===== src/pkg/cefm_regs.svh =====
`ifndef CEFM_REGS_SVH
`define CEFM_REGS_SVH
`define CEFM_ADDR_W 8
`define CEFM_DATA_W 8
`define CEFM_CHARGE_FLAGS_ADDR 8'h03
`define CEFM_FAULT_FLAGS_ADDR 8'h04
`define CEFM_ADC_FLAGS_ADDR 8'h05
`define CEFM_TIMER_FLAGS_ADDR 8'h06
`define CEFM_MASK_ADDR 8'h07
`define CEFM_FLAGS_RESET 8'h00
`define CEFM_MASK_RESET 8'h00
`define CEFM_CHARGE_USED 8'h7F
`define CEFM_FAULT_USED 8'hBF
`define CEFM_ADC_USED 8'hF1
`define CEFM_TIMER_USED 8'h77
`define CEFM_MASK_USED 8'h7F
`define CEFM_UVLO_BIT 4
`define CEFM_TAPER_BIT 6
`define CEFM_DONE_BIT 5
`define CEFM_ILIM_BIT 4
`define CEFM_ODPM_BIT 3
`define CEFM_IDPM_BIT 2
`define CEFM_TREG_BIT 1
`define CEFM_PGOOD_BIT 0
`define CEFM_OVERV_BIT 7
`define CEFM_BATOC_BIT 5
`define CEFM_COLD_BIT 3
`define CEFM_COOL_BIT 2
`define CEFM_WARM_BIT 1
`define CEFM_HOT_BIT 0
`define CEFM_ADCRDY_BIT 7
`define CEFM_CMP1_BIT 6
`define CEFM_CMP2_BIT 5
`define CEFM_CMP3_BIT 4
`define CEFM_TSOPEN_BIT 0
`define CEFM_WDOG_BIT 6
`define CEFM_CHGTMR_BIT 5
`define CEFM_AUXOC_BIT 4
`define CEFM_WAKE1_BIT 2
`define CEFM_WAKE2_BIT 1
`define CEFM_RSTWARN_BIT 0
`define CEFM_RD_ZERO 8'h00
`endif


===== src/pkg/cefm_pkg.sv =====
package cefm_pkg;
	typedef logic [7:0] cefm_byte_t;
	typedef enum logic [2:0] {
		CEFM_IDLE = 3'b001,
		CEFM_READ = 3'b010,
		CEFM_CLEAR = 3'b100
	} cefm_rd_state_t;
endpackage : cefm_pkg


===== src/core/cefm_sync.sv =====
`timescale 1ns/100ps
module cefm_sync (
	// Clock and reset
	input wire logic clk,
	input wire logic sys_rst,
	// Async level in, filtered level and rise out
	input wire logic asyncIn,
	output logic levelOut,
	output logic riseOut
);
	import cefm_pkg::*;
	logic s1_ff;
	logic s2_ff;
	logic s3_ff;
	logic lvl_ff;

	always_ff @(posedge clk or posedge sys_rst) begin
		if (sys_rst) begin
			s1_ff <= 1'b0;
			s2_ff <= 1'b0;
			s3_ff <= 1'b0;
		end else begin
			s1_ff <= asyncIn;
			s2_ff <= s1_ff;
			s3_ff <= s2_ff;
		end
	end

	// Level changes only once the last two stages agree
	always_ff @(posedge clk or posedge sys_rst) begin
		if (sys_rst) begin
			lvl_ff <= 1'b0;
		end else if (s2_ff == s3_ff) begin
			lvl_ff <= s3_ff;
		end
	end

	assign levelOut = lvl_ff;
	assign riseOut = (s2_ff == s3_ff) && s3_ff && !lvl_ff;
endmodule : cefm_sync


===== src/core/cefm_flag_reg.sv =====
`timescale 1ns/100ps
`include "cefm_regs.svh"
module cefm_flag_reg (
	// Clock and reset
	input wire logic clk,
	input wire logic sys_rst,
	// Event pulses, one per bit
	input wire cefm_pkg::cefm_byte_t setIn,
	// Clear all flags after a read
	input wire logic clearIn,
	// Implemented bits
	input wire cefm_pkg::cefm_byte_t usedMask,
	// Current flags and newly set bits
	output cefm_pkg::cefm_byte_t flagsOut,
	output logic newOut
);
	import cefm_pkg::*;
	cefm_byte_t flags_ff;
	cefm_byte_t nxt_flags;

	// Set wins over the read clear so an event arriving in the clear cycle is not lost
	always_comb begin
		nxt_flags = clearIn ? `CEFM_FLAGS_RESET : flags_ff;
		nxt_flags = (nxt_flags | setIn) & usedMask;
	end

	always_ff @(posedge clk or posedge sys_rst) begin
		if (sys_rst) begin
			flags_ff <= `CEFM_FLAGS_RESET;
		end else begin
			flags_ff <= nxt_flags;
		end
	end

	assign flagsOut = flags_ff;
	assign newOut = |(setIn & usedMask);
endmodule : cefm_flag_reg


===== src/core/cefm_event_flags.sv =====
`timescale 1ns/100ps
`include "cefm_regs.svh"
module cefm_event_flags (
	// Clock and reset
	input wire logic clk,
	input wire logic sys_rst,
	// Register port from the serial slave
	input wire logic [`CEFM_ADDR_W-1:0] regAddr,
	input wire logic regRd,
	input wire logic regWr,
	input wire cefm_pkg::cefm_byte_t regWdata,
	output cefm_pkg::cefm_byte_t regRdata,
	// Charge-state conditions, levels from the analog side
	input wire logic taperEntryEvent,
	input wire logic chargeDoneEvent,
	input wire logic inputLimitEvent,
	input wire logic outputDpmEvent,
	input wire logic inputDpmEvent,
	input wire logic thermalRegEvent,
	input wire logic inputPowerGood,
	// Supply and thermistor faults
	input wire logic inputOvervoltageEvent,
	input wire logic batteryOvercurrentEvent,
	input wire logic batteryUndervoltageEvent,
	input wire logic thermistorColdEntry,
	input wire logic thermistorCoolEntry,
	input wire logic thermistorWarmEntry,
	input wire logic thermistorHotEntry,
	// ADC events
	input wire logic adcReadyEvent,
	input wire logic comparatorOneAlarm,
	input wire logic comparatorTwoAlarm,
	input wire logic comparatorThreeAlarm,
	input wire logic thermistorOpenEvent,
	// Timer faults
	input wire logic watchdogExpiryEvent,
	input wire logic chargeTimerExpiryEvent,
	input wire logic auxRegulatorOvercurrentEvent,
	input wire logic buttonWakeFirstExpiry,
	input wire logic buttonWakeSecondExpiry,
	input wire logic buttonResetWarningExpiry,
	// Interrupt request, active high level
	output logic irqReq
);
	import cefm_pkg::*;

	localparam int NEV = 24;
	logic [NEV-1:0] rawEv;
	logic [NEV-1:0] lvl;
	logic [NEV-1:0] rise;
	logic pgPrev_ff;
	logic pgSeen_ff;

	// Event slots in the synchroniser bank
	localparam int EV_TAPER = 23;
	localparam int EV_DONE = 22;
	localparam int EV_ILIM = 21;
	localparam int EV_ODPM = 20;
	localparam int EV_IDPM = 19;
	localparam int EV_TREG = 18;
	localparam int EV_PGOOD = 17;
	localparam int EV_OVERV = 16;
	localparam int EV_BATOC = 15;
	localparam int EV_BATUV = 14;
	localparam int EV_COLD = 13;
	localparam int EV_COOL = 12;
	localparam int EV_WARM = 11;
	localparam int EV_HOT = 10;
	localparam int EV_ADCRDY = 9;
	localparam int EV_CMP1 = 8;
	localparam int EV_CMP2 = 7;
	localparam int EV_CMP3 = 6;
	localparam int EV_TSOPEN = 5;
	localparam int EV_WDOG = 4;
	localparam int EV_CHGTMR = 3;
	localparam int EV_AUXOC = 2;
	localparam int EV_WAKE1 = 1;
	localparam int EV_WAKE2 = 0;

	assign rawEv[EV_TAPER] = taperEntryEvent;
	assign rawEv[EV_DONE] = chargeDoneEvent;
	assign rawEv[EV_ILIM] = inputLimitEvent;
	assign rawEv[EV_ODPM] = outputDpmEvent;
	assign rawEv[EV_IDPM] = inputDpmEvent;
	assign rawEv[EV_TREG] = thermalRegEvent;
	assign rawEv[EV_PGOOD] = inputPowerGood;
	assign rawEv[EV_OVERV] = inputOvervoltageEvent;
	assign rawEv[EV_BATOC] = batteryOvercurrentEvent;
	assign rawEv[EV_BATUV] = batteryUndervoltageEvent;
	assign rawEv[EV_COLD] = thermistorColdEntry;
	assign rawEv[EV_COOL] = thermistorCoolEntry;
	assign rawEv[EV_WARM] = thermistorWarmEntry;
	assign rawEv[EV_HOT] = thermistorHotEntry;
	assign rawEv[EV_ADCRDY] = adcReadyEvent;
	assign rawEv[EV_CMP1] = comparatorOneAlarm;
	assign rawEv[EV_CMP2] = comparatorTwoAlarm;
	assign rawEv[EV_CMP3] = comparatorThreeAlarm;
	assign rawEv[EV_TSOPEN] = thermistorOpenEvent;
	assign rawEv[EV_WDOG] = watchdogExpiryEvent;
	assign rawEv[EV_CHGTMR] = chargeTimerExpiryEvent;
	assign rawEv[EV_AUXOC] = auxRegulatorOvercurrentEvent;
	assign rawEv[EV_WAKE1] = buttonWakeFirstExpiry;
	assign rawEv[EV_WAKE2] = buttonWakeSecondExpiry;

	// Events come from analog blocks outside this clock
	genvar gi;
	generate
		for (gi = 0; gi < NEV; gi++) begin : gSync
			cefm_sync uSync (
				.clk(clk),
				.sys_rst(sys_rst),
				.asyncIn(rawEv[gi]),
				.levelOut(lvl[gi]),
				.riseOut(rise[gi])
			);
		end
	endgenerate

	logic rstWarnLvl;
	logic rstWarnRise;
	cefm_sync uSyncWarn (
		.clk(clk),
		.sys_rst(sys_rst),
		.asyncIn(buttonResetWarningExpiry),
		.levelOut(rstWarnLvl),
		.riseOut(rstWarnRise)
	);

	// Power-good flags any change, so track its previous level
	always_ff @(posedge clk or posedge sys_rst) begin
		if (sys_rst) begin
			pgPrev_ff <= 1'b0;
			pgSeen_ff <= 1'b0;
		end else begin
			pgPrev_ff <= lvl[EV_PGOOD];
			pgSeen_ff <= 1'b1;
		end
	end

	// Read handshake: capture, then clear the register read
	cefm_rd_state_t rdState_ff;
	logic [`CEFM_ADDR_W-1:0] rdAddr_ff;
	always_ff @(posedge clk or posedge sys_rst) begin
		if (sys_rst) begin
			rdState_ff <= CEFM_IDLE;
		end else begin
			unique case (rdState_ff)
				CEFM_IDLE: rdState_ff <= regRd ? CEFM_READ : CEFM_IDLE;
				CEFM_READ: rdState_ff <= CEFM_CLEAR;
				CEFM_CLEAR: rdState_ff <= CEFM_IDLE;
				default: rdState_ff <= CEFM_IDLE;
			endcase
		end
	end

	always_ff @(posedge clk or posedge sys_rst) begin
		if (sys_rst) begin
			rdAddr_ff <= '0;
		end else if (regRd && rdState_ff == CEFM_IDLE) begin
			rdAddr_ff <= regAddr;
		end
	end

	logic clrCharge;
	logic clrFault;
	logic clrAdc;
	logic clrTimer;
	logic clrNow;
	assign clrNow = rdState_ff == CEFM_CLEAR;
	assign clrCharge = clrNow && rdAddr_ff == `CEFM_CHARGE_FLAGS_ADDR;
	assign clrFault = clrNow && rdAddr_ff == `CEFM_FAULT_FLAGS_ADDR;
	assign clrAdc = clrNow && rdAddr_ff == `CEFM_ADC_FLAGS_ADDR;
	assign clrTimer = clrNow && rdAddr_ff == `CEFM_TIMER_FLAGS_ADDR;

	// Set vectors, edge-triggered so flags latch entry events
	cefm_byte_t setCharge;
	cefm_byte_t setFault;
	cefm_byte_t setAdc;
	cefm_byte_t setTimer;
	logic pgChange;
	assign pgChange = pgSeen_ff && (lvl[EV_PGOOD] != pgPrev_ff);

	always_comb begin
		setCharge = '0;
		setCharge[`CEFM_TAPER_BIT] = rise[EV_TAPER];
		setCharge[`CEFM_DONE_BIT] = rise[EV_DONE];
		setCharge[`CEFM_ILIM_BIT] = rise[EV_ILIM];
		setCharge[`CEFM_ODPM_BIT] = rise[EV_ODPM];
		setCharge[`CEFM_IDPM_BIT] = rise[EV_IDPM];
		setCharge[`CEFM_TREG_BIT] = rise[EV_TREG];
		setCharge[`CEFM_PGOOD_BIT] = pgChange;
	end

	always_comb begin
		setFault = '0;
		setFault[`CEFM_OVERV_BIT] = rise[EV_OVERV];
		setFault[`CEFM_BATOC_BIT] = rise[EV_BATOC];
		setFault[`CEFM_UVLO_BIT] = rise[EV_BATUV];
		setFault[`CEFM_COLD_BIT] = rise[EV_COLD];
		setFault[`CEFM_COOL_BIT] = rise[EV_COOL];
		setFault[`CEFM_WARM_BIT] = rise[EV_WARM];
		setFault[`CEFM_HOT_BIT] = rise[EV_HOT];
	end

	always_comb begin
		setAdc = '0;
		setAdc[`CEFM_ADCRDY_BIT] = rise[EV_ADCRDY];
		setAdc[`CEFM_CMP1_BIT] = rise[EV_CMP1];
		setAdc[`CEFM_CMP2_BIT] = rise[EV_CMP2];
		setAdc[`CEFM_CMP3_BIT] = rise[EV_CMP3];
		setAdc[`CEFM_TSOPEN_BIT] = rise[EV_TSOPEN];
	end

	always_comb begin
		setTimer = '0;
		setTimer[`CEFM_WDOG_BIT] = rise[EV_WDOG];
		setTimer[`CEFM_CHGTMR_BIT] = rise[EV_CHGTMR];
		setTimer[`CEFM_AUXOC_BIT] = rise[EV_AUXOC];
		setTimer[`CEFM_WAKE1_BIT] = rise[EV_WAKE1];
		setTimer[`CEFM_WAKE2_BIT] = rise[EV_WAKE2];
		setTimer[`CEFM_RSTWARN_BIT] = rstWarnRise;
	end

	cefm_byte_t chargeFlags;
	cefm_byte_t faultFlags;
	cefm_byte_t adcFlags;
	cefm_byte_t timerFlags;
	logic newCharge;
	logic newFault;
	logic newAdc;
	logic newTimer;

	// Flags hold until their register is read
	cefm_flag_reg uCharge (
		.clk(clk),
		.sys_rst(sys_rst),
		.setIn(setCharge),
		.clearIn(clrCharge),
		.usedMask(`CEFM_CHARGE_USED),
		.flagsOut(chargeFlags),
		.newOut(newCharge)
	);
	cefm_flag_reg uFault (
		.clk(clk),
		.sys_rst(sys_rst),
		.setIn(setFault),
		.clearIn(clrFault),
		.usedMask(`CEFM_FAULT_USED),
		.flagsOut(faultFlags),
		.newOut(newFault)
	);
	cefm_flag_reg uAdc (
		.clk(clk),
		.sys_rst(sys_rst),
		.setIn(setAdc),
		.clearIn(clrAdc),
		.usedMask(`CEFM_ADC_USED),
		.flagsOut(adcFlags),
		.newOut(newAdc)
	);
	cefm_flag_reg uTimer (
		.clk(clk),
		.sys_rst(sys_rst),
		.setIn(setTimer),
		.clearIn(clrTimer),
		.usedMask(`CEFM_TIMER_USED),
		.flagsOut(timerFlags),
		.newOut(newTimer)
	);

	// Charge-state mask register
	cefm_byte_t mask_ff;
	always_ff @(posedge clk or posedge sys_rst) begin
		if (sys_rst) begin
			mask_ff <= `CEFM_MASK_RESET;
		end else if (regWr && regAddr == `CEFM_MASK_ADDR) begin
			mask_ff <= regWdata & `CEFM_MASK_USED;
		end
	end

	// Interrupt request: held until the host reads any of the four flag registers
	logic irq_ff;
	logic nxt_irq;
	// Mask or unmapped reads must not drop a pending request
	logic clrFlagReg;
	logic irqSet;
	assign clrFlagReg = clrCharge || clrFault || clrAdc || clrTimer;
	assign irqSet = |(setCharge & ~mask_ff) || newFault || newAdc || newTimer;

	always_comb begin
		nxt_irq = irq_ff;
		if (clrFlagReg) begin
			nxt_irq = 1'b0;
		end
		if (irqSet) begin
			nxt_irq = 1'b1;
		end
	end
	always_ff @(posedge clk or posedge sys_rst) begin
		if (sys_rst) begin
			irq_ff <= 1'b0;
		end else begin
			irq_ff <= nxt_irq;
		end
	end
	assign irqReq = irq_ff;

	// Read data, registered; undervoltage shown inverted
	cefm_byte_t faultView;
	assign faultView = faultFlags ^ (8'h01 << `CEFM_UVLO_BIT);
	always_ff @(posedge clk or posedge sys_rst) begin
		if (sys_rst) begin
			regRdata <= `CEFM_RD_ZERO;
		end else if (regRd && rdState_ff == CEFM_IDLE) begin
			unique case (regAddr)
				`CEFM_CHARGE_FLAGS_ADDR: regRdata <= chargeFlags;
				`CEFM_FAULT_FLAGS_ADDR: regRdata <= faultView;
				`CEFM_ADC_FLAGS_ADDR: regRdata <= adcFlags;
				`CEFM_TIMER_FLAGS_ADDR: regRdata <= timerFlags;
				`CEFM_MASK_ADDR: regRdata <= mask_ff;
				default: regRdata <= `CEFM_RD_ZERO;
			endcase
		end
	end
endmodule : cefm_event_flags


===== config.mk =====
export PLATFORM = sky130hd
export DESIGN_NAME = cefm_event_flags
export DESIGN_NICKNAME = d
export VERILOG_FILES = /design/src/pkg/cefm_pkg.sv /design/src/core/cefm_sync.sv /design/src/core/cefm_flag_reg.sv /design/src/core/cefm_event_flags.sv
export VERILOG_INCLUDE_DIRS = /design/src /design/src/pkg
export SDC_FILE = /design/constraint.sdc
export NUM_CORES = 1
export LEC_CHECK = 0
export ABC_AREA = 1
export BUFFER_PORTS_ARGS = -buffer_cell sky130_fd_sc_hd__clkbuf_2
export CAP_MARGIN = 20
export CORE_MARGIN = 1
export CORE_UTILIZATION = 50
export CTS_BUF_LIST = sky130_fd_sc_hd__clkbuf_2
export DETAILED_ROUTE_END_ITERATION = 10
export GPL_ROUTABILITY_DRIVEN = 0
export PLACE_DENSITY = 0.69
export RECOVER_POWER = 25
export SLEW_MARGIN = 30
export SYNTH_ARGS = -nofsm -noshare
export SYNTH_HDL_FRONTEND = slang
export SYNTH_SLANG_ARGS = --single-unit

===== constraint.sdc =====
create_clock -name clk -period 13.8 [get_ports clk]
set_clock_uncertainty 0.2 [all_clocks]
set_input_delay 1.38 -clock clk [delete_from_list [all_inputs] [get_ports clk]]
set_output_delay 1.38 -clock clk [all_outputs]
set_load 0.01 [all_outputs]

==> run summary, run 1 <==
Leaving out fill and tap cells, the most frequent cells in the layout are 153 x sky130_fd_sc_hd__dfrtp_1, 88 x sky130_fd_sc_hd__nand2_1, 69 x sky130_fd_sc_hd__clkbuf_2, 58 x sky130_fd_sc_hd__inv_1, 40 x sky130_fd_sc_hd__nor2_1. Leaving out fill and tap cells, the most frequent cell in the layout is sky130_fd_sc_hd__dfrtp_1. In this run the worst path has a maximum fanout of 2. In this run, CTS created clock tree buffers numbering 17. The post-synthesis share of cell area spent on xor and xnor gates is 0.151%. Summed over all layers, the global routing overflow is 0. The total negative slack was 0 ps; the count of port buffers added during placement was 52. The tools report the deepest clock path buffer count as 2.

Clock-pin slew was measured on the worst setup and hold paths at 200 ps. The number of setup buffers added after CTS is 0, and the mean instance size in the synthesized netlist is 11.4 um2. Cells fill 58.1% of the core in the end. The run gives 0 as the number of antenna violations at the first check in global routing. The critical path goes through clkbuf_2. The synthesized-area fraction occupied by ao, oa, aoi and oai cells came out at 6.85%.

The core region is 11100 um2. Number of standard-cell rows in the floorplan: 38. Clock latency on the worst-skew pair, taken at its later pin, is 700 ps. The post-synthesis cell type count was 34; the number of flip-flops and latches in the synthesized netlist was 154.

The first global-routing pass estimated 15800 um of wire. Multiplexer cells account for 1.17% of the synthesized area. The die is 110 um tall. The run gives 9400 um as the final wirelength. Achievable clock frequency: 349 MHz.

Counting every instance in the synthesized netlist gives 510. The combinational family with the most area after synthesis was simple AND/OR/NAND/NOR gates. The element type at the critical path end is an output port. The final count of hold timing violations was 0; the final-report max-slew violation count was 0. Setup violations remaining at the end of the flow were counted as 0. The clock tree root driver cell is sky130_fd_sc_hd__clkbuf_2. The H-tree was split into 4 levels. The cell area that synthesis handed to floorplanning was 5790 um2. The share of synthesized registers carrying an async set or reset was 100%.

The worst setup path is launched from a register. The completed layout was analyzed and its total power is 0.000866 W. The area growth from synthesis to layout is 11.1%. The path type of the worst setup path is register to output port.

The tree built by TritonCTS fans out to 154 sinks. The slew of the pin with the lowest slew margin is 797 ps. STA puts the critical path data required time at 12220 ps. The most used flip-flop cell after synthesis was sky130_fd_sc_hd__dfrtp_1.

For this design the static power due to leakage is 3.29 nW. Counting I/O delays and the setup requirement, the final critical path takes 2860 ps. The repair_antennas step left the layout with diodes totalling 0.

The logs give 0 for the count of antenna-violating nets left after detailed routing and 96 for the maximum number of pins on one net before global-route repair. The cell family contributing the most delay on the critical path is flip-flops. The logs give 6200 um2 for the instance area at placement and 4 for the number of optimization iterations in the first detailed-route pass.

The via density per instance is 4.92. The slowest stage cell on the critical path was sky130_fd_sc_hd__dfrtp_1. For the worst setup path, the data arrival time is 1280 ps. In the final routed layout, each cell accounts on average for 12.9 um. The post-route netlist has 20.1% of its cells at a drive strength greater than 1.

Once the floorplan was initialized, standard cells occupied 52.3% of the core. IR analysis of the VDD net gives a maximum drop of 0.0000843 V. The number of buffer and inverter stages on the critical path works out to 1. The largest single stage delay on the critical path is 450 ps. Summing the areas of all and, or, nand and nor instances in the mapped netlist gives 15.0% of the synthesized area.

After detailed routing, the number of remaining DRC violations is 0. The floorplan step set the die width to 110 um. The tools report the count of nets after finishing as 646.

Buffers inserted to repair hold after CTS numbered 0. The via count of the first global-routing pass was 3583. The tools report the violation count after the first detailed-route iteration as 182. The final critical path takes up 20.8% of the cycle. The die covers 12000 um2. The layout has 954 filler cells. After Yosys synthesis, full adders, half adders and majority gates account for 5.36% of the synthesized area. The path class of the tightest hold or removal check is register to register. The total via count in the routed design was 3584.

The run finished with clean final reports. The synthesized netlist net count was 579. For the total of max-cap violations, the log shows 0. The sequential cell area fraction in the yosys report came out at 66.5%. For the number of placed I/O pins, the log shows 54. After routing the design area is 6440 um2. TritonCTS built the clock tree. Setup repair after global routing left no endpoint under its margin. In this run the tightest slew margin relative to its limit is 46.9%. Number of warnings printed during yosys synthesis: 0.

Post-CTS repair changed the size of 0 cells. Counting flops with a built-in enable in the synthesized netlist gives 0. The placed wire-length estimate after detailed placement is 6760 um, and the global-route usage over all layers is 18.0%.

Dividing total power by cell area gives a power density of 134 nW/um2.
-- cells by family (layout without fill, tap and decap cells) --
kind of cell / count (synthesis) / in the layout
buffers and inverters: 68 / 146
xor gates and xnor gates: 1 / 1
AOI/OAI and AO/OA: 70 / 70
and+or+nand+nor: 185 / 185
muxes: 6 / 6
adders and majority gates: 25 / 25
other: 1 / 1
DFF: 154 / 154
-- path summary, 6_finish.rpt --
path | start | to | slack [ps] | cells after the start
max in group asynchronous | sys_rst | gSync[18].uSync.s1_ff | 11530 | 3
min in group asynchronous | sys_rst | gSync[20].uSync.s1_ff | 600 | 2
min reg2reg | gSync[10].uSync.s1_ff | gSync[10].uSync.s2_ff | 160 | 0
max reg2reg | rdState_ff[0] | regRdata[6] | 12010 | 6
max | regRdata[2] | regRdata[2] | 10940 | 1
min | gSync[10].uSync.s1_ff | gSync[10].uSync.s2_ff | 160 | 0
-- per-stage QoR --
stage | setup WS (ps) | instances | hold slack (ps)
floorplan | 8070 | 510 | 131
global placement | 10710 | 698 | 132
detailed placement | 10680 | 698 | 135
CTS | 10840 | 728 | 171
global route | 10810 | 728 | 177
finish | 10940 | 728 | 159
-- report_power, final --
| group | switching (W) | total [W] | leakage (nW) | internal (W) |
|---|---|---|---|---|
| clock network | 0.000151 | 0.000248 | 0.133 | 0.0000972 |
| logic | 0.0000670 | 0.000102 | 1.42 | 0.0000352 |
| registers | 0.0000230 | 0.000515 | 1.73 | 0.000492 |
| total | 0.000241 | 0.000866 | 3.29 | 0.000625 |
-- area by class of cell --
class                           instances  area (um2)  area share [%]
Sequential cell                       154        3850            59.9
Multi-Input combinational cell        288        1660            25.8
Timing Repair Buffer                   53         268            4.16
Inverter                               63         241            3.75
Tap cell                              140         175            2.72
Clock inverter                         13         155            2.41
Clock buffer                           17        85.1            1.32
-- flip-flops by register name, summed over array words and instances, names as in the netlist, 7 cells and up --
signal and cells:
gSync.uSync.levelOut 24, gSync.uSync.s1_ff 24, gSync.uSync.s2_ff 24, gSync.uSync.s3_ff 24, mask_ff 7, rdAddr_ff 8
regRdata 8, uCharge.flagsOut 7, uFault.flagsOut 7
-- metal layers --
metal	routed length (um)	vias to the layer above	GRT usage, %
met5	0	-	0
met4	150	0	7.81
met3	406	16	5.93
met2	4550	60	29.4
met1	4290	1733	22.0
li1	-	1775	-
-- synthesized netlist by cell type (all sizes together), types with 2 or more instances --
| cell | number | area, um2 |
|---|---|---|
| a21oi | 22 | 125 |
| buf | 5 | 43.8 |
| dfrtp | 153 | 3830 |
| ha | 24 | 300 |
| inv | 63 | 236 |
| mux2 | 6 | 67.6 |
| nand2 | 93 | 367 |
| nand3 | 39 | 218 |
| nand4 | 3 | 25.0 |
| nor2 | 46 | 220 |
| nor3 | 4 | 41.3 |
| o211ai | 2 | 15.0 |
| o21ai | 36 | 191 |
| o21bai | 2 | 15.0 |
| o22ai | 8 | 50.1 |
Power figures use the tool's default switching activity.
==> inputs of run 2 (changes only) <==
==> constraint.sdc (replaced) <==
create_clock -name clk -period 2.95 [get_ports clk]
set_clock_uncertainty 0.2 [all_clocks]
set_input_delay 0.295 -clock clk [delete_from_list [all_inputs] [get_ports clk]]
set_output_delay 0.295 -clock clk [all_outputs]
set_load 0.01 [all_outputs]
==> run 2 against run 1 <==
Effect of this change:
- clock power grew to 4.6 times the previous value
- count of clock-buffer cells in the layout is 1 higher
- register-to-register slack worse by 11000 ps
- hold slack better by 8.7 ps
- critical path depth is 9 higher
- utilization is 8.1 points higher
- sequential power grew to 4.7 times the previous value
- cell count is 13% higher
- flip-flop and latch count stayed put
- routed wire length is 11% higher
- die area stayed put
==> run summary, run 2 (synthesized netlist as in run 1, its figures left out) <==
The achievable clock frequency came out at 386 MHz. The run gives 0 (unchanged) as the count of antenna-violating nets left after detailed routing. The worst setup path is captured at a register. The tools report the worst hold slack as 168 ps (+8.74 ps). The logs give 730 ps (-11280 ps) for the worst setup slack for register-to-register paths and 0 (unchanged) for the detailed-route DRC error count. The post-detailed-route wirelength per cell works out to 12.7 um (-1.4%). The via count of the first global-routing pass is 3947 (+10%), and the starting utilization of the core area is 52.3% (unchanged). The busiest layer in global routing is met2. The wire length of the first global-routing pass was 17300 um (+9.4%).

The number of standard-cell rows in the floorplan was 38 (unchanged). The width of the chip was 110 um (unchanged); the switching power share of the total was 28.7% (+0.91 points). The reg-to-reg critical path endpoint was rdAddr_ff[7]. The worst supply voltage drop on vdd was 0.000334 V (+300%). The path type of the worst setup path was input pin to register. The run gives 3988 (+11%) as the total via count in the routed design.

The run gives 10400 um (+11%) as the final wirelength. The most frequent standard cell in the layout excluding fill and tap cells is sky130_fd_sc_hd__dfrtp_1. Setup repair after global routing left no endpoint under its margin. The data arrival time of the critical path is 3050 ps (+1770 ps).

For the global-route met1 utilization, the log shows 24.0% (+1.9 points). The largest fanout of any net on the critical path was 28 (+26). The placed wire-length estimate after detailed placement was 6930 um (+2.5%). The die footprint is 12000 um2 (unchanged). The clock tree root driver cell was sky130_fd_sc_hd__clkbuf_2.

The total power density per cell area works out to 575 nW/um2 (+330%). The logs give 0 (unchanged) for the number of antenna violations at the first check in global routing and 0 (unchanged) for the final-report max-slew violation count. The sequential fraction of design power came out at 57.2% (-2.3 points). The worst-case headroom to the max-slew limit was 57.9% (+11 points); the global-route usage over all layers was 19.8% (+1.8 points). The met2 track demand over resource is 32.2% (+2.7 points), and the number of placed I/O pins is 54 (unchanged).

The number of optimization iterations in the first detailed-route pass came out at 5 (+1). The placeable core region is 11100 um2 (unchanged), and the count of nets after finishing is 735 (+14%). TritonCTS built the clock tree.

The overall die height was 110 um (unchanged); the total CTS buffers was 17 (unchanged). The via density per instance is 4.87 (-1.1%). The tools report the startpoint of the worst-slack reg-to-reg timing path as rdState_ff[0]. The path class of the lowest-slack min-delay path is register to register.

The data required time of the critical path is 3410 ps (-8810 ps), and the net switching power figure is 0.00121 W (+400%). The global-route congestion overflow total came out at 0 (unchanged). The area added between synthesis and finish is 26.5%, and the leakage power figure is 3.68 nW (+12%).

The worst setup path is launched from an input pin. The total of max-cap violations came out at 0 (unchanged). The tools report the clock latency on the worst-skew pair as 740 ps (+40 ps). The clock sink count came out at 154 (unchanged).

The tools report the source of the critical timing path as regAddr[6]. The slew of the pin with the lowest slew margin works out to 628 ps (-169 ps). The flow ran to the end, and the final reports show no timing, DRC or antenna violations.

The clock-pin slew on the worst setup and hold paths came out at 210 ps (about the same). The tools report the cell-internal power as 0.00300 W (+380%). For the global-route met3 utilization, the log shows 5.63% (-0.30 points). The setup violation total in the final timing report is 0 (unchanged), and the clock network fraction of design power is 27.1% (-1.6 points).

Layout cell share with drive strength beyond 1: 18.1% (-2.0 points). Final count of hold timing violations: 0 (unchanged). The tools report the maximum number of pins on one net before global-route repair as 63 (-34%).

The termination of the worst setup path was mask_ff[2]. The fraction of power consumed by combinational cells is 15.6% (+3.8 points), and the clock period minus final worst setup slack is 2590 ps. For the total negative slack, the log shows 0 ps (unchanged).

Of the available clock period, the critical path in the final layout requires 87.8%. Violation count after the first detailed-route iteration: 243 (+34%). Deepest clock path buffer count: 2 (unchanged).

For the H-tree depth, the log shows 4 (unchanged). The number of cells on the worst reg-to-reg path came out at 6 (unchanged). The library cells used most frequently in the layout, excluding fill and tap cells, are 153 x sky130_fd_sc_hd__dfrtp_1, 88 x sky130_fd_sc_hd__nand2_1, 87 x sky130_fd_sc_hd__dlygate4sd3_1, 70 x sky130_fd_sc_hd__clkbuf_2, 58 x sky130_fd_sc_hd__inv_1.

The tools report the number of diodes as 0 (unchanged). The count of port buffers added during placement was 52 (unchanged).
==> run 2: per-stage QoR <==
step | total power [W] | cell area [um2] | setup WS, ps | std cells | utilization (%)
finish | 0.00422 | 7330 | 360 | 819 | 66.2
global route | 0.00444 | 7330 | 291 | 819 | 66.2
CTS | 0.00425 | 7330 | 480 | 819 | 66.2
detailed placement | 0.00295 | 6220 | 1210 | 700 | 56.2
global placement | 0.00291 | 6220 | 1230 | 700 | 56.2
floorplan | 0.00280 | 5800 | 511 | 510 | -
==> run 2: power by group through the flow <==
stage	Combinational [W]	Clock [W]	Sequential [W]
6_report	0.000659	0.00114	0.00241
5_1_grt	0.000743	0.00126	0.00244
4_1_cts	0.000656	0.00118	0.00241
3_5_place_dp	0.000493	0	0.00245
3_3_place_gp	0.000469	0	0.00244
2_1_floorplan	0.000371	0	0.00243
==> run 2: layer usage <==
metal	routed length, um	vias up
met2	5020	80
li1	-	1971
met1	4690	1911
met4	294	0
met3	421	26
met5	0	-
==> run 2: worst min path at each step <==
stage / cells past startpoint / startpoint / to / slack [ps]
finish: 0 / gSync[13].uSync.s1_ff / gSync[13].uSync.s2_ff / 170
global route: 0 / gSync[13].uSync.s1_ff / gSync[13].uSync.s2_ff / 180
CTS: 0 / gSync[13].uSync.s1_ff / gSync[13].uSync.s2_ff / 170
detailed placement: 2 / sys_rst / gSync[15].uSync.s1_ff / 70
global placement: 2 / sys_rst / gSync[19].uSync.s1_ff / 60
floorplan: 0 / buttonWakeSecondExpiry / gSync[0].uSync.s1_ff / 130
==> run 2: critical path: stages <==
cell and delay, ps:
sky130_fd_sc_hd__dlygate4sd3_1 530, sky130_fd_sc_hd__clkbuf_2 110, sky130_fd_sc_hd__inv_2 60, sky130_fd_sc_hd__nand2_2 80, sky130_fd_sc_hd__nor2_8 330, sky130_fd_sc_hd__nand3_4 280, sky130_fd_sc_hd__nor2_1 160, sky130_fd_sc_hd__dlygate4sd3_1 600
sky130_fd_sc_hd__a21oi_2 30, sky130_fd_sc_hd__dlygate4sd3_1 550
==> run 2: cell type report <==
cell class / count / area (um2)
Clock inverter: 14 / 148
Sequential cell: 154 / 3850
Fill cell: 854 / 3750
Tap cell: 140 / 175
Clock buffer: 18 / 90.1
Multi-Input combinational cell: 288 / 1660
Timing Repair Buffer: 142 / 1170
Inverter: 63 / 238
==> run 2: what timing repair did <==
item,in CTS,in global routing
setup buffers,0,0
gates resized for setup,0,0
hold endpoints to repair,204,0
hold buffers,87,0
==> inputs of run 3 (changes only) <==
--- a/config.mk
+++ b/config.mk
@@ -9,12 +9,13 @@
 export ABC_AREA = 1
 export BUFFER_PORTS_ARGS = -buffer_cell sky130_fd_sc_hd__clkbuf_2
 export CAP_MARGIN = 20
+export CELL_PAD_IN_SITES_DETAIL_PLACEMENT = 1
+export CELL_PAD_IN_SITES_GLOBAL_PLACEMENT = 2
 export CORE_MARGIN = 1
-export CORE_UTILIZATION = 50
+export CORE_UTILIZATION = 41
 export CTS_BUF_LIST = sky130_fd_sc_hd__clkbuf_2
 export DETAILED_ROUTE_END_ITERATION = 10
-export GPL_ROUTABILITY_DRIVEN = 0
-export PLACE_DENSITY = 0.69
+export PLACE_DENSITY_LB_ADDON = 0.1
 export RECOVER_POWER = 25
 export SLEW_MARGIN = 30
 export SYNTH_ARGS = -nofsm -noshare
==> run 3 against run 2 <==
Effect of this change:
- flip-flop and latch count stayed put
- count of clock-buffer cells in the layout is 1 higher
- maximum frequency down 4.5%
- worst setup slack worse by 120 ps
- first-iteration DRC count shrank 44%
- routed wire length rose by 15%
- non-clock buffer count rose by 1
- cell count increased by 4.9%
- utilization down 13 points
- sequential share of layout area down 0.38 points
- register-to-register slack gained 20 ps
- critical path type unchanged
- largest power group unchanged
- highest routed layer unchanged
==> run summary, run 3 (synthesized netlist as in run 1, its figures left out) <==
For the final wirelength, the log shows 12000 um (+15%). Setup repair after global routing left no endpoint under its margin. The H-tree depth came out at 4 (unchanged). The most frequent standard cell in the layout excluding fill and tap cells is sky130_fd_sc_hd__dfrtp_1. The run gives 0.00420 W (-0.40%) as the post-layout total power.

The number of standard-cell rows in the floorplan was 43 (+13%); the fraction of the core area covered by cells at the end of the flow was 53.4% (-13 points). The share of the clock period used by the worst path after layout was 92.0% (+4.2 points); the deepest clock path buffer count was 2 (unchanged). The worst supply voltage drop on vdd is 0.000340 V (+2.0%). Traced cell by cell, the critical path runs through dlygate4sd3_1 -> clkbuf_2 -> inv_2 -> nand2_2 -> nor2_8 -> nand3_4 -> nor2_1 -> dlygate4sd3_1 -> a21oi_2 -> dlygate4sd3_1. For the achievable clock frequency, the log shows 369 MHz (-4.5%). Maximum number of pins on one net before global-route repair: 48 (-24%). The starting utilization of the core area came out at 41.9% (-10 points). The run gives 0 (unchanged) as the global-route congestion overflow total. The sequential cell area is 3850 um2 (unchanged). The tools report the total negative slack as 0 ps (unchanged). The number of optimization iterations in the first detailed-route pass is 5 (unchanged).

The clock tree root driver cell was sky130_fd_sc_hd__clkbuf_2. The largest fanout of any net on the critical path was 28 (unchanged). The total power density per cell area came out at 569 nW/um2 (-1.1%).

The worst setup path is launched from an input pin. The slowest stage cell on the critical path is sky130_fd_sc_hd__dlygate4sd3_1. The count of nets after finishing was 736 (+0.14%); the largest stage delay on the critical path was 590 ps (about the same). The placeable core region came out at 13800 um2 (+25%).

The clock sink count was 154 (unchanged). The run gives 3330 ps (-80 ps) as the data required time of the critical path. In the layout the commonest cells are 153 x sky130_fd_sc_hd__dfrtp_1, 88 x sky130_fd_sc_hd__nand2_1, 87 x sky130_fd_sc_hd__dlygate4sd3_1, 71 x sky130_fd_sc_hd__clkbuf_2, 58 x sky130_fd_sc_hd__inv_1.

The clock latency on the worst-skew pair came out at 690 ps (-50 ps). The clock-pin slew on the worst setup and hold paths is 190 ps (-20 ps). The final count of hold timing violations was 0 (unchanged); the slew of the pin with the lowest slew margin was 553 ps (-74.8 ps). Area added between synthesis and finish: 27.5%. The run gives 18.6% (-1.2 points) as the global-route usage over all layers. The worst setup path is of the input pin to register kind. For the count of antenna-violating nets left after detailed routing, the log shows 0 (unchanged). The count of port buffers added during placement is 52 (unchanged). The worst setup path is captured at a register. The width of the chip is 121 um (+10%), and the total via count in the routed design is 3972 (-0.40%). Clock period minus final worst setup slack: 2710 ps (+123 ps). The worst-case headroom to the max-slew limit is 63.1% (+5.1 points). In this design, the critical path's most frequently occurring cell is sky130_fd_sc_hd__dlygate4sd3_1. The final-report max-slew violation count came out at 0 (unchanged). For the via count of the first global-routing pass, the log shows 4273 (+8.3%). The detailed-route DRC error count was 0 (unchanged). The number of placed I/O pins is 54 (unchanged).

The total area of multi-input combinational cells was 1660 um2 (unchanged). The total CTS buffers was 17 (unchanged). The placed wire-length estimate after detailed placement came out at 8080 um (+17%). The run gives 0 (unchanged) as the number of antenna violations at the first check in global routing. The layout cell share with drive strength beyond 1 came out at 17.8% (-0.29 points).

The overall die height was 121 um (+10%); the number of buffer and inverter stages on the critical path was 5 (unchanged). Post-detailed-route wirelength per cell: 13.9 um (+9.4%). The path class of the lowest-slack min-delay path was register to register. The setup violation total in the final timing report was 0 (unchanged); the data arrival time of the critical path was 3100 ps (+50 ps). The die footprint is 14600 um2 (+22%), and the total of max-cap violations is 0 (unchanged). The run finished with clean final reports. The run gives 0 (unchanged) as the number of diodes. Weighted congestion reported at the end of routability-driven placement: 0.770. TritonCTS built the clock tree. The violation count after the first detailed-route iteration is 136 (-44%). The total of fill cells in the finished design is 1512 (+77%), and the via density per instance is 4.62 (-5.0%).

For the leakage power figure, the log shows 3.69 nW (+0.34%). The wire length of the first global-routing pass came out at 20400 um (+18%). Cell family contributing the most delay on the critical path: buffers and inverters.
-- run 3: final timing paths --
| kind | start | to | slack, ps | depth (start not counted) |
|---|---|---|---|---|
| max | regAddr[6] | mask_ff[6] | 240 | 10 |
| min | gSync[12].uSync.s1_ff | gSync[12].uSync.s2_ff | 170 | 0 |
| max reg2reg | rdState_ff[0] | rdAddr_ff[4] | 750 | 5 |
| min reg2reg | gSync[12].uSync.s1_ff | gSync[12].uSync.s2_ff | 170 | 0 |
| max in group asynchronous | sys_rst | gSync[4].uSync.levelOut | 1150 | 5 |
| min in group asynchronous | sys_rst | gSync[19].uSync.s1_ff | 530 | 4 |
-- run 3: layer usage --
layer | track usage [%] | wire (um)
met1 | 23.3 | 5440
met5 | 0 | 0
met4 | 5.71 | 115
met3 | 5.45 | 360
met2 | 31.1 | 6040
-- run 3: power by group --
group / total (W) / switching, W / internal (W) / leakage (nW)
Sequential: 0.00241 / 0.000108 / 0.00230 / 1.73
Clock: 0.00112 / 0.000729 / 0.000389 / 0.138
Combinational: 0.000670 / 0.000358 / 0.000311 / 1.82
-- run 3: layout make-up --
type	instances	share of cell area (%)
Tap cell	180	3.05
Sequential cell	154	52.2
Inverter	63	3.25
Clock buffer	19	1.29
Multi-Input combinational cell	288	22.5
Timing Repair Buffer	143	16.1
Clock inverter	12	1.68
-- run 3: metrics by stage --
stage	hold WS, ps	worst slack [ps]	cells	cell area, um2
after CTS	178	395	859	7380
after floorplan	126	511	510	5800
final	174	237	859	7380
after detailed placement	136	1160	741	6290
after global placement	132	1170	741	6290
after global routing	187	176	859	7380
-- run 3: repair_timing --
item / in CTS / in global routing
setup endpoints to repair: 0 / 0
hold buffers: 87 / 0
setup buffers: 0 / 0
resized for setup: 0 / 0
endpoints found under the hold margin: 203 / 0
